[config.mk]
export PLATFORM = sky130hd
export DESIGN_NAME = ac_line_detect_softstart_regs
export DESIGN_NICKNAME = d
export VERILOG_FILES = /design/src/hdl/line_cfg_pkg.sv /design/src/hdl/ac_line_detect_softstart_regs.sv /design/src/hdl/line_crossing_monitor.sv /design/src/hdl/soft_ramp_sequencer.sv
export SDC_FILE = /design/constraint.sdc
export NUM_CORES = 1
export LEC_CHECK = 0
export BUFFER_PORTS_ARGS = -buffer_cell sky130_fd_sc_hd__buf_4
export CORE_ASPECT_RATIO = 0.8
export CORE_UTILIZATION = 35
export DETAILED_ROUTE_END_ITERATION = 7
export PLACE_DENSITY = 0.52
export SLEW_MARGIN = 20
export SYNTH_ARGS = -nofsm -noshare
export SYNTH_HDL_FRONTEND = slang
export SYNTH_SLANG_ARGS = --single-unit
[constraint.sdc]
create_clock -name mclk -period 3.2 [get_ports mclk]
set_clock_uncertainty 0.05 [all_clocks]
set_input_delay 0.48 -clock mclk [delete_from_list [all_inputs] [get_ports mclk]]
set_output_delay 0.48 -clock mclk [all_outputs]
set_load 0.01 [all_outputs]
[src/hdl/line_cfg_pkg.sv]
/*
  shared constants and carriers of the ac line detection and soft start
  configuration bank. assumes one 125 MHz core clock.
*/
`default_nettype none
package line_cfg_pkg;
  localparam int          ADDR_W          = 16;
  localparam int          DATA_W          = 8;
  localparam logic [15:0] LINE_THR_CFG_A  = 16'hfe25;
  localparam logic [15:0] LINE_THR_RB_A   = 16'hfe26;
  localparam logic [15:0] PERIOD_MIN_A    = 16'hfe27;
  localparam logic [15:0] PERIOD_MAX_A    = 16'hfe28;
  localparam logic [15:0] LOW_GAIN_A      = 16'hfe29;
  localparam logic [15:0] LOW_ZERO_A      = 16'hfe2a;
  localparam logic [15:0] HIGH_GAIN_A     = 16'hfe2b;
  localparam logic [15:0] HIGH_ZERO_A     = 16'hfe2c;
  localparam logic [15:0] SOFT_RAMP_A     = 16'hfe2d;
  // field layout
  localparam int          AUTO_EN_BIT     = 7;
  localparam int          THR_W           = 7;
  localparam int          SS_DELAY_LSB    = 3;
  localparam int          SS_CODE_W       = 3;
  localparam logic [7:0]  SOFT_RAMP_MASK  = 8'h3f;
  localparam logic [7:0]  THR_MASK        = 8'h7f;
  // reset values
  localparam logic [7:0]  THR_CFG_RST     = 8'h00;
  localparam logic [7:0]  PERIOD_MIN_RST  = 8'h00;
  localparam logic [7:0]  PERIOD_MAX_RST  = 8'hff;
  localparam logic [7:0]  COEF_RST        = 8'h00;
  localparam logic [7:0]  SOFT_RAMP_RST   = 8'h00;
  // timing
  localparam real         CLK_PERIOD_NS   = 8.0;
  localparam real         LINE_TICK_US    = 163.84;
  localparam real         MS_TICK_MS      = 1.0;
  localparam int          LINE_TICK_CYC   = int'(LINE_TICK_US * 1000.0 / CLK_PERIOD_NS);
  localparam int          MS_TICK_CYC     = int'(MS_TICK_MS * 1000000.0 / CLK_PERIOD_NS);
  localparam int          RAMP_MS_W       = 10;
  localparam int          AVG_SHIFT       = 4;
  typedef logic [RAMP_MS_W-1:0] ramp_ms_t;
  localparam ramp_ms_t    RAMP_MS_TABLE [8] = '{
    10'h070, 10'h0a8, 10'h0e0, 10'h118, 10'h188, 10'h1f8, 10'h268, 10'h2d8};

  typedef struct packed {
    logic              wr;
    logic              rd;
    logic [15:0]       addr;
    logic [7:0]        wdata;
  } reg_req_s;

  typedef struct packed {
    logic              line_cycle;
    logic              too_short;
    logic              too_long;
    logic [7:0]        period;
    logic [THR_W-1:0]  auto_thr;
  } line_stat_s;

  typedef enum logic [1:0] {SS_IDLE, SS_DELAY, SS_RAMP, SS_DONE} ss_state_e;
endpackage
`default_nettype wire

[src/hdl/ac_line_detect_softstart_regs.sv]
/*
  configuration bank for ac line detection, line period limits, current
  loop coefficients and soft start, with the logic those settings steer.
  assumes the management bus front end delivers one-cycle read and write
  strobes with a 16-bit command address, synchronous to mclk.
*/
`default_nettype none
//////////////////////////////////////////////////////////////////////////////
module ac_line_detect_softstart_regs
  import line_cfg_pkg::*;
#(
  parameter int LINE_TICK_CYCLES = LINE_TICK_CYC,
  parameter int MS_TICK_CYCLES   = MS_TICK_CYC
) (
  input  wire logic               mclk,
  input  wire logic               resetn,
  input  wire logic               reg_wr,
  input  wire logic               reg_rd,
  input  wire logic [ADDR_W-1:0]  reg_addr,
  input  wire logic [DATA_W-1:0]  reg_wdata,
  output logic [DATA_W-1:0]       reg_rdata,
  output logic                    reg_rvalid,
  output logic                    reg_hit,
  input  wire logic               sample_valid,
  input  wire logic [THR_W-1:0]   vac_level,
  input  wire logic               high_line,
  input  wire logic               inrush_done,
  output logic [7:0]              loop_gain,
  output logic [7:0]              loop_zero,
  output logic                    line_above_thr,
  output logic                    zero_cross,
  output logic [7:0]              line_period,
  output logic                    period_too_short,
  output logic                    period_too_long,
  output logic                    soft_ramp_active,
  output logic                    soft_ramp_done,
  output logic [RAMP_MS_W-1:0]    soft_ramp_elapsed
);
  reg_req_s   req;
  line_stat_s stat;

  logic [7:0] thr_cfg_ff,   nxt_thr_cfg;
  logic [7:0] per_min_ff,   nxt_per_min;
  logic [7:0] per_max_ff,   nxt_per_max;
  logic [7:0] low_gain_ff,  nxt_low_gain;
  logic [7:0] low_zero_ff,  nxt_low_zero;
  logic [7:0] high_gain_ff, nxt_high_gain;
  logic [7:0] high_zero_ff, nxt_high_zero;
  logic [7:0] ramp_cfg_ff,  nxt_ramp_cfg;
  logic [7:0] rdata_ff,     nxt_rdata;
  logic       rvalid_ff,    nxt_rvalid;
  logic [7:0] gain_ff,      nxt_gain;
  logic [7:0] zero_ff,      nxt_zero;

  localparam int LT_W = $clog2(LINE_TICK_CYCLES);
  localparam int MS_W = $clog2(MS_TICK_CYCLES);
  logic [LT_W-1:0] lt_cnt_ff, nxt_lt_cnt;
  logic [MS_W-1:0] ms_cnt_ff, nxt_ms_cnt;
  logic            lt_tick_ff, nxt_lt_tick;
  logic            ms_tick_ff, nxt_ms_tick;

  function automatic logic addr_known(input logic [ADDR_W-1:0] a);
    return (a >= LINE_THR_CFG_A) && (a <= SOFT_RAMP_A);
  endfunction

  assign req = '{wr: reg_wr, rd: reg_rd, addr: reg_addr, wdata: reg_wdata};

  //////////////////////////////////////////////////////////////////////////////
  // register writes

  always_comb begin
    nxt_thr_cfg = thr_cfg_ff;
    nxt_per_min = per_min_ff;
    nxt_per_max = per_max_ff;
    nxt_low_gain = low_gain_ff;
    nxt_low_zero = low_zero_ff;
    nxt_high_gain = high_gain_ff;
    nxt_high_zero = high_zero_ff;
    nxt_ramp_cfg = ramp_cfg_ff;
    if (req.wr) begin
      unique case (req.addr)
        LINE_THR_CFG_A: nxt_thr_cfg = req.wdata;
        PERIOD_MIN_A:   nxt_per_min = req.wdata;
        PERIOD_MAX_A:   nxt_per_max = req.wdata;
        LOW_GAIN_A:     nxt_low_gain = req.wdata;
        LOW_ZERO_A:     nxt_low_zero = req.wdata;
        HIGH_GAIN_A:    nxt_high_gain = req.wdata;
        HIGH_ZERO_A:    nxt_high_zero = req.wdata;
        SOFT_RAMP_A:    nxt_ramp_cfg = req.wdata & SOFT_RAMP_MASK;
        default: begin
          // readback and unmapped addresses drop the write
        end
      endcase
    end
  end

  always_ff @(posedge mclk or negedge resetn) begin
    if (!resetn) begin
      thr_cfg_ff <= THR_CFG_RST;
      per_min_ff <= PERIOD_MIN_RST;
      per_max_ff <= PERIOD_MAX_RST;
      low_gain_ff <= COEF_RST;
      low_zero_ff <= COEF_RST;
      high_gain_ff <= COEF_RST;
      high_zero_ff <= COEF_RST;
      ramp_cfg_ff <= SOFT_RAMP_RST;
    end else begin
      thr_cfg_ff <= nxt_thr_cfg;
      per_min_ff <= nxt_per_min;
      per_max_ff <= nxt_per_max;
      low_gain_ff <= nxt_low_gain;
      low_zero_ff <= nxt_low_zero;
      high_gain_ff <= nxt_high_gain;
      high_zero_ff <= nxt_high_zero;
      ramp_cfg_ff <= nxt_ramp_cfg;
    end
  end

  //////////////////////////////////////////////////////////////////////////////
  // register reads, answered one cycle after the strobe

  always_comb begin
    nxt_rvalid = req.rd;
    nxt_rdata = rdata_ff;
    if (req.rd) begin
      unique case (req.addr)
        LINE_THR_CFG_A: nxt_rdata = thr_cfg_ff;
        LINE_THR_RB_A: begin
          // manual mode has no derived value to report
          nxt_rdata = thr_cfg_ff[AUTO_EN_BIT] ? {1'b0, stat.auto_thr} : 8'h00;
        end
        PERIOD_MIN_A:   nxt_rdata = per_min_ff;
        PERIOD_MAX_A:   nxt_rdata = per_max_ff;
        LOW_GAIN_A:     nxt_rdata = low_gain_ff;
        LOW_ZERO_A:     nxt_rdata = low_zero_ff;
        HIGH_GAIN_A:    nxt_rdata = high_gain_ff;
        HIGH_ZERO_A:    nxt_rdata = high_zero_ff;
        SOFT_RAMP_A:    nxt_rdata = ramp_cfg_ff & SOFT_RAMP_MASK;
        default:        nxt_rdata = 8'h00;
      endcase
    end
  end

  always_ff @(posedge mclk or negedge resetn) begin
    if (!resetn) begin
      rdata_ff <= 8'h00;
      rvalid_ff <= 1'b0;
    end else begin
      rdata_ff <= nxt_rdata;
      rvalid_ff <= nxt_rvalid;
    end
  end

  assign reg_rdata = rdata_ff;
  assign reg_rvalid = rvalid_ff;
  assign reg_hit = addr_known(req.addr);

  //////////////////////////////////////////////////////////////////////////////
  // coefficient pair selection

  always_comb begin
    nxt_gain = high_line ? high_gain_ff : low_gain_ff;
    nxt_zero = high_line ? high_zero_ff : low_zero_ff;
  end

  always_ff @(posedge mclk or negedge resetn) begin
    if (!resetn) begin
      gain_ff <= COEF_RST;
      zero_ff <= COEF_RST;
    end else begin
      gain_ff <= nxt_gain;
      zero_ff <= nxt_zero;
    end
  end

  assign loop_gain = gain_ff;
  assign loop_zero = zero_ff;

  //////////////////////////////////////////////////////////////////////////////
  // period tick and millisecond tick dividers

  always_comb begin
    nxt_lt_tick = (lt_cnt_ff == LT_W'(LINE_TICK_CYCLES - 1));
    nxt_lt_cnt = nxt_lt_tick ? '0 : lt_cnt_ff + 1'b1;
    nxt_ms_tick = (ms_cnt_ff == MS_W'(MS_TICK_CYCLES - 1));
    nxt_ms_cnt = nxt_ms_tick ? '0 : ms_cnt_ff + 1'b1;
  end

  always_ff @(posedge mclk or negedge resetn) begin
    if (!resetn) begin
      lt_cnt_ff <= '0;
      ms_cnt_ff <= '0;
      lt_tick_ff <= 1'b0;
      ms_tick_ff <= 1'b0;
    end else begin
      lt_cnt_ff <= nxt_lt_cnt;
      ms_cnt_ff <= nxt_ms_cnt;
      lt_tick_ff <= nxt_lt_tick;
      ms_tick_ff <= nxt_ms_tick;
    end
  end

  //////////////////////////////////////////////////////////////////////////////
  // line detection and soft start

  line_crossing_monitor line_crossing_monitor_inst (
    .mclk         (mclk),
    .resetn       (resetn),
    .sample_valid (sample_valid),
    .vac_level    (vac_level),
    .auto_en      (thr_cfg_ff[AUTO_EN_BIT]),
    .manual_thr   (thr_cfg_ff[THR_W-1:0]),
    .period_tick  (lt_tick_ff),
    .period_min   (per_min_ff),
    .period_max   (per_max_ff),
    .above_thr    (line_above_thr),
    .stat         (stat)
  );

  assign zero_cross = stat.line_cycle;
  assign line_period = stat.period;
  assign period_too_short = stat.too_short;
  assign period_too_long = stat.too_long;

  soft_ramp_sequencer soft_ramp_sequencer_inst (
    .mclk         (mclk),
    .resetn       (resetn),
    .inrush_done  (inrush_done),
    .line_cycle   (stat.line_cycle),
    .ms_tick      (ms_tick_ff),
    .delay_code   (ramp_cfg_ff[SS_DELAY_LSB +: SS_CODE_W]),
    .time_code    (ramp_cfg_ff[SS_CODE_W-1:0]),
    .ramp_active  (soft_ramp_active),
    .ramp_done    (soft_ramp_done),
    .ramp_elapsed (soft_ramp_elapsed)
  );
endmodule
`default_nettype wire

[src/hdl/line_crossing_monitor.sv]
/*
  threshold compare, zero crossing and line period measurement.
  assumes samples and period ticks are single-cycle strobes of mclk.
*/
`default_nettype none
module line_crossing_monitor
  import line_cfg_pkg::*;
(
  input  wire logic             mclk,
  input  wire logic             resetn,
  input  wire logic             sample_valid,
  input  wire logic [THR_W-1:0] vac_level,
  input  wire logic             auto_en,
  input  wire logic [THR_W-1:0] manual_thr,
  input  wire logic             period_tick,
  input  wire logic [7:0]       period_min,
  input  wire logic [7:0]       period_max,
  output logic                  above_thr,
  output line_stat_s            stat
);
  logic [THR_W+AVG_SHIFT-1:0] avg_ff, nxt_avg;
  logic                       above_ff, nxt_above;
  logic [7:0]                 cnt_ff, nxt_cnt;
  line_stat_s                 stat_ff, nxt_stat;
  logic [THR_W-1:0]           thr;
  logic                       rise;

  always_comb begin
    nxt_avg = avg_ff;
    if (sample_valid) begin
      // slow average of the line level keeps the auto threshold near mid-swing
      nxt_avg = avg_ff - (avg_ff >> AVG_SHIFT) + {{AVG_SHIFT{1'b0}}, vac_level};
    end
    thr = auto_en ? avg_ff[THR_W+AVG_SHIFT-1:AVG_SHIFT] : manual_thr;
    nxt_above = above_ff;
    if (sample_valid) begin
      nxt_above = (vac_level >= thr);
    end
    rise = nxt_above && !above_ff;
    nxt_cnt = cnt_ff;
    if (rise) begin
      nxt_cnt = 8'h00;
    end else if (period_tick && cnt_ff != 8'hff) begin
      nxt_cnt = cnt_ff + 8'h01;
    end
    nxt_stat = stat_ff;
    nxt_stat.line_cycle = rise;
    nxt_stat.auto_thr = avg_ff[THR_W+AVG_SHIFT-1:AVG_SHIFT];
    if (rise) begin
      nxt_stat.period = cnt_ff;
      nxt_stat.too_short = cnt_ff < period_min;
      nxt_stat.too_long = cnt_ff > period_max;
    end
  end

  always_ff @(posedge mclk or negedge resetn) begin
    if (!resetn) begin
      avg_ff <= '0;
      above_ff <= 1'b0;
      cnt_ff <= 8'h00;
      stat_ff <= '0;
    end else begin
      avg_ff <= nxt_avg;
      above_ff <= nxt_above;
      cnt_ff <= nxt_cnt;
      stat_ff <= nxt_stat;
    end
  end

  assign above_thr = above_ff;
  assign stat = stat_ff;
endmodule
`default_nettype wire

[src/hdl/soft_ramp_sequencer.sv]
/*
  soft start sequencing: line cycle delay after inrush, then timed ramp.
  assumes line_cycle and ms_tick are one-cycle strobes of mclk.
*/
`default_nettype none
module soft_ramp_sequencer
  import line_cfg_pkg::*;
(
  input  wire logic                 mclk,
  input  wire logic                 resetn,
  input  wire logic                 inrush_done,
  input  wire logic                 line_cycle,
  input  wire logic                 ms_tick,
  input  wire logic [SS_CODE_W-1:0] delay_code,
  input  wire logic [SS_CODE_W-1:0] time_code,
  output logic                      ramp_active,
  output logic                      ramp_done,
  output logic [RAMP_MS_W-1:0]      ramp_elapsed
);
  ss_state_e              st_ff, nxt_st;
  logic                   inrush_q_ff, nxt_inrush_q;
  logic [SS_CODE_W-1:0]   cyc_ff, nxt_cyc;
  logic [SS_CODE_W-1:0]   dly_ff, nxt_dly;
  ramp_ms_t               len_ff, nxt_len;
  ramp_ms_t               ms_ff, nxt_ms;

  always_comb begin
    nxt_st = st_ff;
    nxt_inrush_q = inrush_done;
    nxt_cyc = cyc_ff;
    nxt_dly = dly_ff;
    nxt_len = len_ff;
    nxt_ms = ms_ff;
    unique case (st_ff)
      SS_IDLE: begin
        if (inrush_done && !inrush_q_ff) begin
          // settings are frozen at start so a mid-ramp write cannot glitch it
          nxt_dly = delay_code;
          nxt_len = RAMP_MS_TABLE[time_code];
          nxt_cyc = '0;
          nxt_ms = '0;
          nxt_st = (delay_code == '0) ? SS_RAMP : SS_DELAY;
        end
      end
      SS_DELAY: begin
        if (line_cycle) begin
          nxt_cyc = cyc_ff + 1'b1;
          if (cyc_ff + 1'b1 == dly_ff) begin
            nxt_st = SS_RAMP;
          end
        end
      end
      SS_RAMP: begin
        if (ms_tick) begin
          nxt_ms = ms_ff + 1'b1;
          if (ms_ff + 1'b1 == len_ff) begin
            nxt_st = SS_DONE;
          end
        end
      end
      SS_DONE: begin
      end
    endcase
    // losing the inrush release aborts and rearms the sequence
    if (!inrush_done) begin
      nxt_st = SS_IDLE;
    end
  end

  always_ff @(posedge mclk or negedge resetn) begin
    if (!resetn) begin
      st_ff <= SS_IDLE;
      inrush_q_ff <= 1'b0;
      cyc_ff <= '0;
      dly_ff <= '0;
      len_ff <= '0;
      ms_ff <= '0;
    end else begin
      st_ff <= nxt_st;
      inrush_q_ff <= nxt_inrush_q;
      cyc_ff <= nxt_cyc;
      dly_ff <= nxt_dly;
      len_ff <= nxt_len;
      ms_ff <= nxt_ms;
    end
  end

  assign ramp_active = (st_ff == SS_RAMP);
  assign ramp_done = (st_ff == SS_DONE);
  assign ramp_elapsed = ms_ff;
endmodule
`default_nettype wire

==> impl_metrics.env <==
export IMPL_globalplace_congestion=0.826
export IMPL_critical_path_max_stage_delay_ns=0.50
export IMPL_final_core_util_pct=41.9
export IMPL_postPlaceCellArea_sq_um=10900
export IMPL_rsz0062_at_grt="no"
export IMPL_synth_async_sr_flop_share_pct=100
export IMPL_place_hpwl_mm=17.2
export IMPL_pin_count=88
export IMPL_met1_usage_pct=27.6
export IMPL_syn2layout_area_growth_pct=17.4
export IMPL_post_drt_wl_per_cell_um=17.5
export IMPL_irDropWorstVdd_uv=521
export IMPL_grt_pass1_vias=6710
export IMPL_ant_nets=0
export IMPL_port_buffers=87
export IMPL_hold_buffers=0
export IMPL_vias=6846
export IMPL_grt_ovfl_total=0
export IMPL_grt_util_all_layers_pct=17.6
export IMPL_fp_dieW_um=189
export IMPL_grt_use_met2_pct=24.2
export IMPL_cts_tree="yes"
export IMPL_worstPathRequired_ns=3.51
export IMPL_h_tree_depth=4
export IMPL_clk_pin_slew_ns=0.06
export IMPL_synth_cell_types=71
export IMPL_synth_top_area_share_pct=45.3
export IMPL_first_iter_violations=393
export IMPL_fmax_mhz=362
export IMPL_start_util_pct=35.7
export IMPL_finalSetupViolCount=0
export IMPL_vias_per_cell=5.07
export IMPL_cts_sinks=185
export IMPL_numCtsBuffers=17
export IMPL_antenna_found_initial=0
export IMPL_path_class="flip-flop to flip-flop"
export IMPL_p_leak_nw=5.41
export IMPL_layout_common_cells="177 x dfrtp_1, 105 x buf_4, 100 x mux2_2"
export IMPL_wl_mm=23.6
export IMPL_rows=54
export IMPL_post_cts_resized=0
export IMPL_power_density_nw_per_um2=591
export IMPL_cp_slowest_cell="fa_1"
export IMPL_die_y_um=151
export IMPL_cp_max_fo=4
export IMPL_diodes=0
export IMPL_outcome="completed"
export IMPL_worst_path_buf_inv=0
export IMPL_ys_ff_latch=185
export IMPL_fillCellCount=2686
export IMPL_use_met3_pct=3.39
export IMPL_hp_class="primary input to async pin"
export IMPL_end_kind="flip-flop"
export IMPL_synth_area_leader_cell="dfrtp_1"
export IMPL_crit_chain="fa_1 > fa_1 > nand2b_1 > a21oi_1 > o21ai_0 > o21ai_0 > mux2i_1 > xor2_1"
export IMPL_post_cts_setup_buffers=0
export IMPL_finalHoldViolCount=0
export IMPL_synthTopCellsByArea="dfrtp_1 45%, mux2_2 12%, ha_1 5.9%"
export IMPL_syn_nets=973
export IMPL_ys_warnings_count=0
export IMPL_netlist_instances=882
export IMPL_clockBufferDepth=2
export IMPL_clk_latency_ns=0.44
export IMPL_report_final_slew_viol_count=0
export IMPL_min_period_ns=2.76
export IMPL_route_detailed_drc=0
export IMPL_path_delay_family="adder cells"
export IMPL_busiest_layer="met1"
export IMPL_r2r_setup_slack_ns=0.44
export IMPL_dr_pass1_iters=5
export IMPL_ys_seq_area_share_pct=47.5
export IMPL_clockRootBuffer="clkbuf_16"
export IMPL_syn_area_per_cell_sq_um=11.1
export IMPL_design_area_sq_um=11500
export IMPL_layout_drive_gt1_share_pct=26.5
export IMPL_cp_start_kind="flip-flop"
export IMPL_cap_violations=0
export IMPL_grt_pass1_wl_mm=38.5
export IMPL_dominantRegCellSynth="dfrtp_1"
export IMPL_tns_ns=0
export IMPL_synth_edf_count=0
export IMPL_slew_headroom_pct=56.6
export IMPL_cp_arrival_ns=3.07
export IMPL_final_common_cell="dfrtp_1"
export IMPL_synth_area_sq_um=9780
export IMPL_layout_nets=1064
export IMPL_worstMarginPinSlew_ns=0.651
export IMPL_grt_max_degree=78
export IMPL_core_area_sq_um=27400
export IMPL_fin_crit_sh_pct=86.3
export IMPL_dieArea_sq_um=28600
synthesized netlist by cell type (10+ instances only):
master and instances:
nor2_1 49, o21ai_0 43, dfrtp_1 177, nand2_1 50
xor2_1 17, nor3_1 10, inv_1 61, nand3_1 31
xnor2_1 31, clkbuf_1 15, buf_4 10, a22o_1 11
a21oi_1 20, mux2_2 100, nor2b_1 13, and3_1 15
nand2b_1 14, ha_1 46, nand4_1 13, mux2i_1 15
layout make-up:
cell class / count / area (sq um) / area share, %
Sequential cell: 185 / 4640 / 40.4
Clock buffer: 24 / 482 / 4.20
Tap cell: 364 / 455 / 3.97
Multi-Input combinational cell: 601 / 4730 / 41.2
Clock inverter: 7 / 116 / 1.01
Inverter: 61 / 229 / 2.00
Timing Repair Buffer: 107 / 822 / 7.17
state kept, by name (all words and copies together), names as in the netlist, 2 cells and up:
| register | flops |
|---|---|
| high_gain_ff | 8 |
| high_zero_ff | 8 |
| line_crossing_monitor_inst.avg_ff | 11 |
| line_crossing_monitor_inst.cnt_ff | 8 |
| line_crossing_monitor_inst.stat | 18 |
| loop_gain | 8 |
| loop_zero | 8 |
| low_gain_ff | 8 |
| low_zero_ff | 8 |
| lt_cnt_ff | 15 |
| ms_cnt_ff | 17 |
| per_max_ff | 8 |
| per_min_ff | 8 |
| ramp_cfg_ff | 6 |
| reg_rdata | 8 |
| soft_ramp_sequencer_inst.cyc_ff | 3 |
| soft_ramp_sequencer_inst.dly_ff | 3 |
| soft_ramp_sequencer_inst.len_ff | 7 |
| soft_ramp_sequencer_inst.ramp_elapsed | 10 |
| soft_ramp_sequencer_inst.st_ff | 2 |
| thr_cfg_ff | 8 |
where the power goes:
part	leakage [nW]	internal [mW]	switching (mW)
Clock	0.290	1.29	0.908
Sequential	2.47	2.51	0.171
Combinational	2.66	0.848	1.05
final timing paths:
| kind | from | endpoint | depth (start not counted) |
|---|---|---|---|
| max reg2reg | line_crossing_monitor_inst.avg_ff[5] | line_crossing_monitor_inst.avg_ff[10] | 8 |
| min in group mclk | inrush_done | soft_ramp_sequencer_inst.inrush_q_ff | 1 |
| max | line_crossing_monitor_inst.avg_ff[5] | line_crossing_monitor_inst.avg_ff[10] | 8 |
| max in group asynchronous | resetn | ms_cnt_ff[9] | 2 |
| min | resetn | loop_gain[0] | 1 |
| min reg2reg | line_crossing_monitor_inst.avg_ff[4] | line_crossing_monitor_inst.stat[0] | 0 |
kinds of logic (layout without fill, tap and decap cells):
kind of cell	count (synthesis)	count (layout)	synth area share (%)
simple gates	247	247	14.0
flops	185	185	47.5
compound gates	138	138	9.63
mux	115	115	13.1
buf+inv	96	199	4.24
fa+ha+maj	53	53	7.32
xor+xnor	48	48	4.30
per-layer routing:
layer,part of all wire [%],wire [um]
met1,55,12900
met2,41,9700
met3,3.3,788
met4,0.96,226
met5,0,0
metrics by stage:
stage,hold slack [ns],cells,total power [mW],setup WS (ns)
2_1_floorplan,0.134,882,4.09,0.267
3_3_place_gp,0.406,1318,4.63,0.267
3_5_place_dp,0.428,1318,4.63,0.236
4_1_cts,0.0439,1349,6.85,0.444
5_1_grt,0.0776,1349,7.25,0.227
6_report,0.0374,1349,6.78,0.440
(Power assumes the default switching activity.)
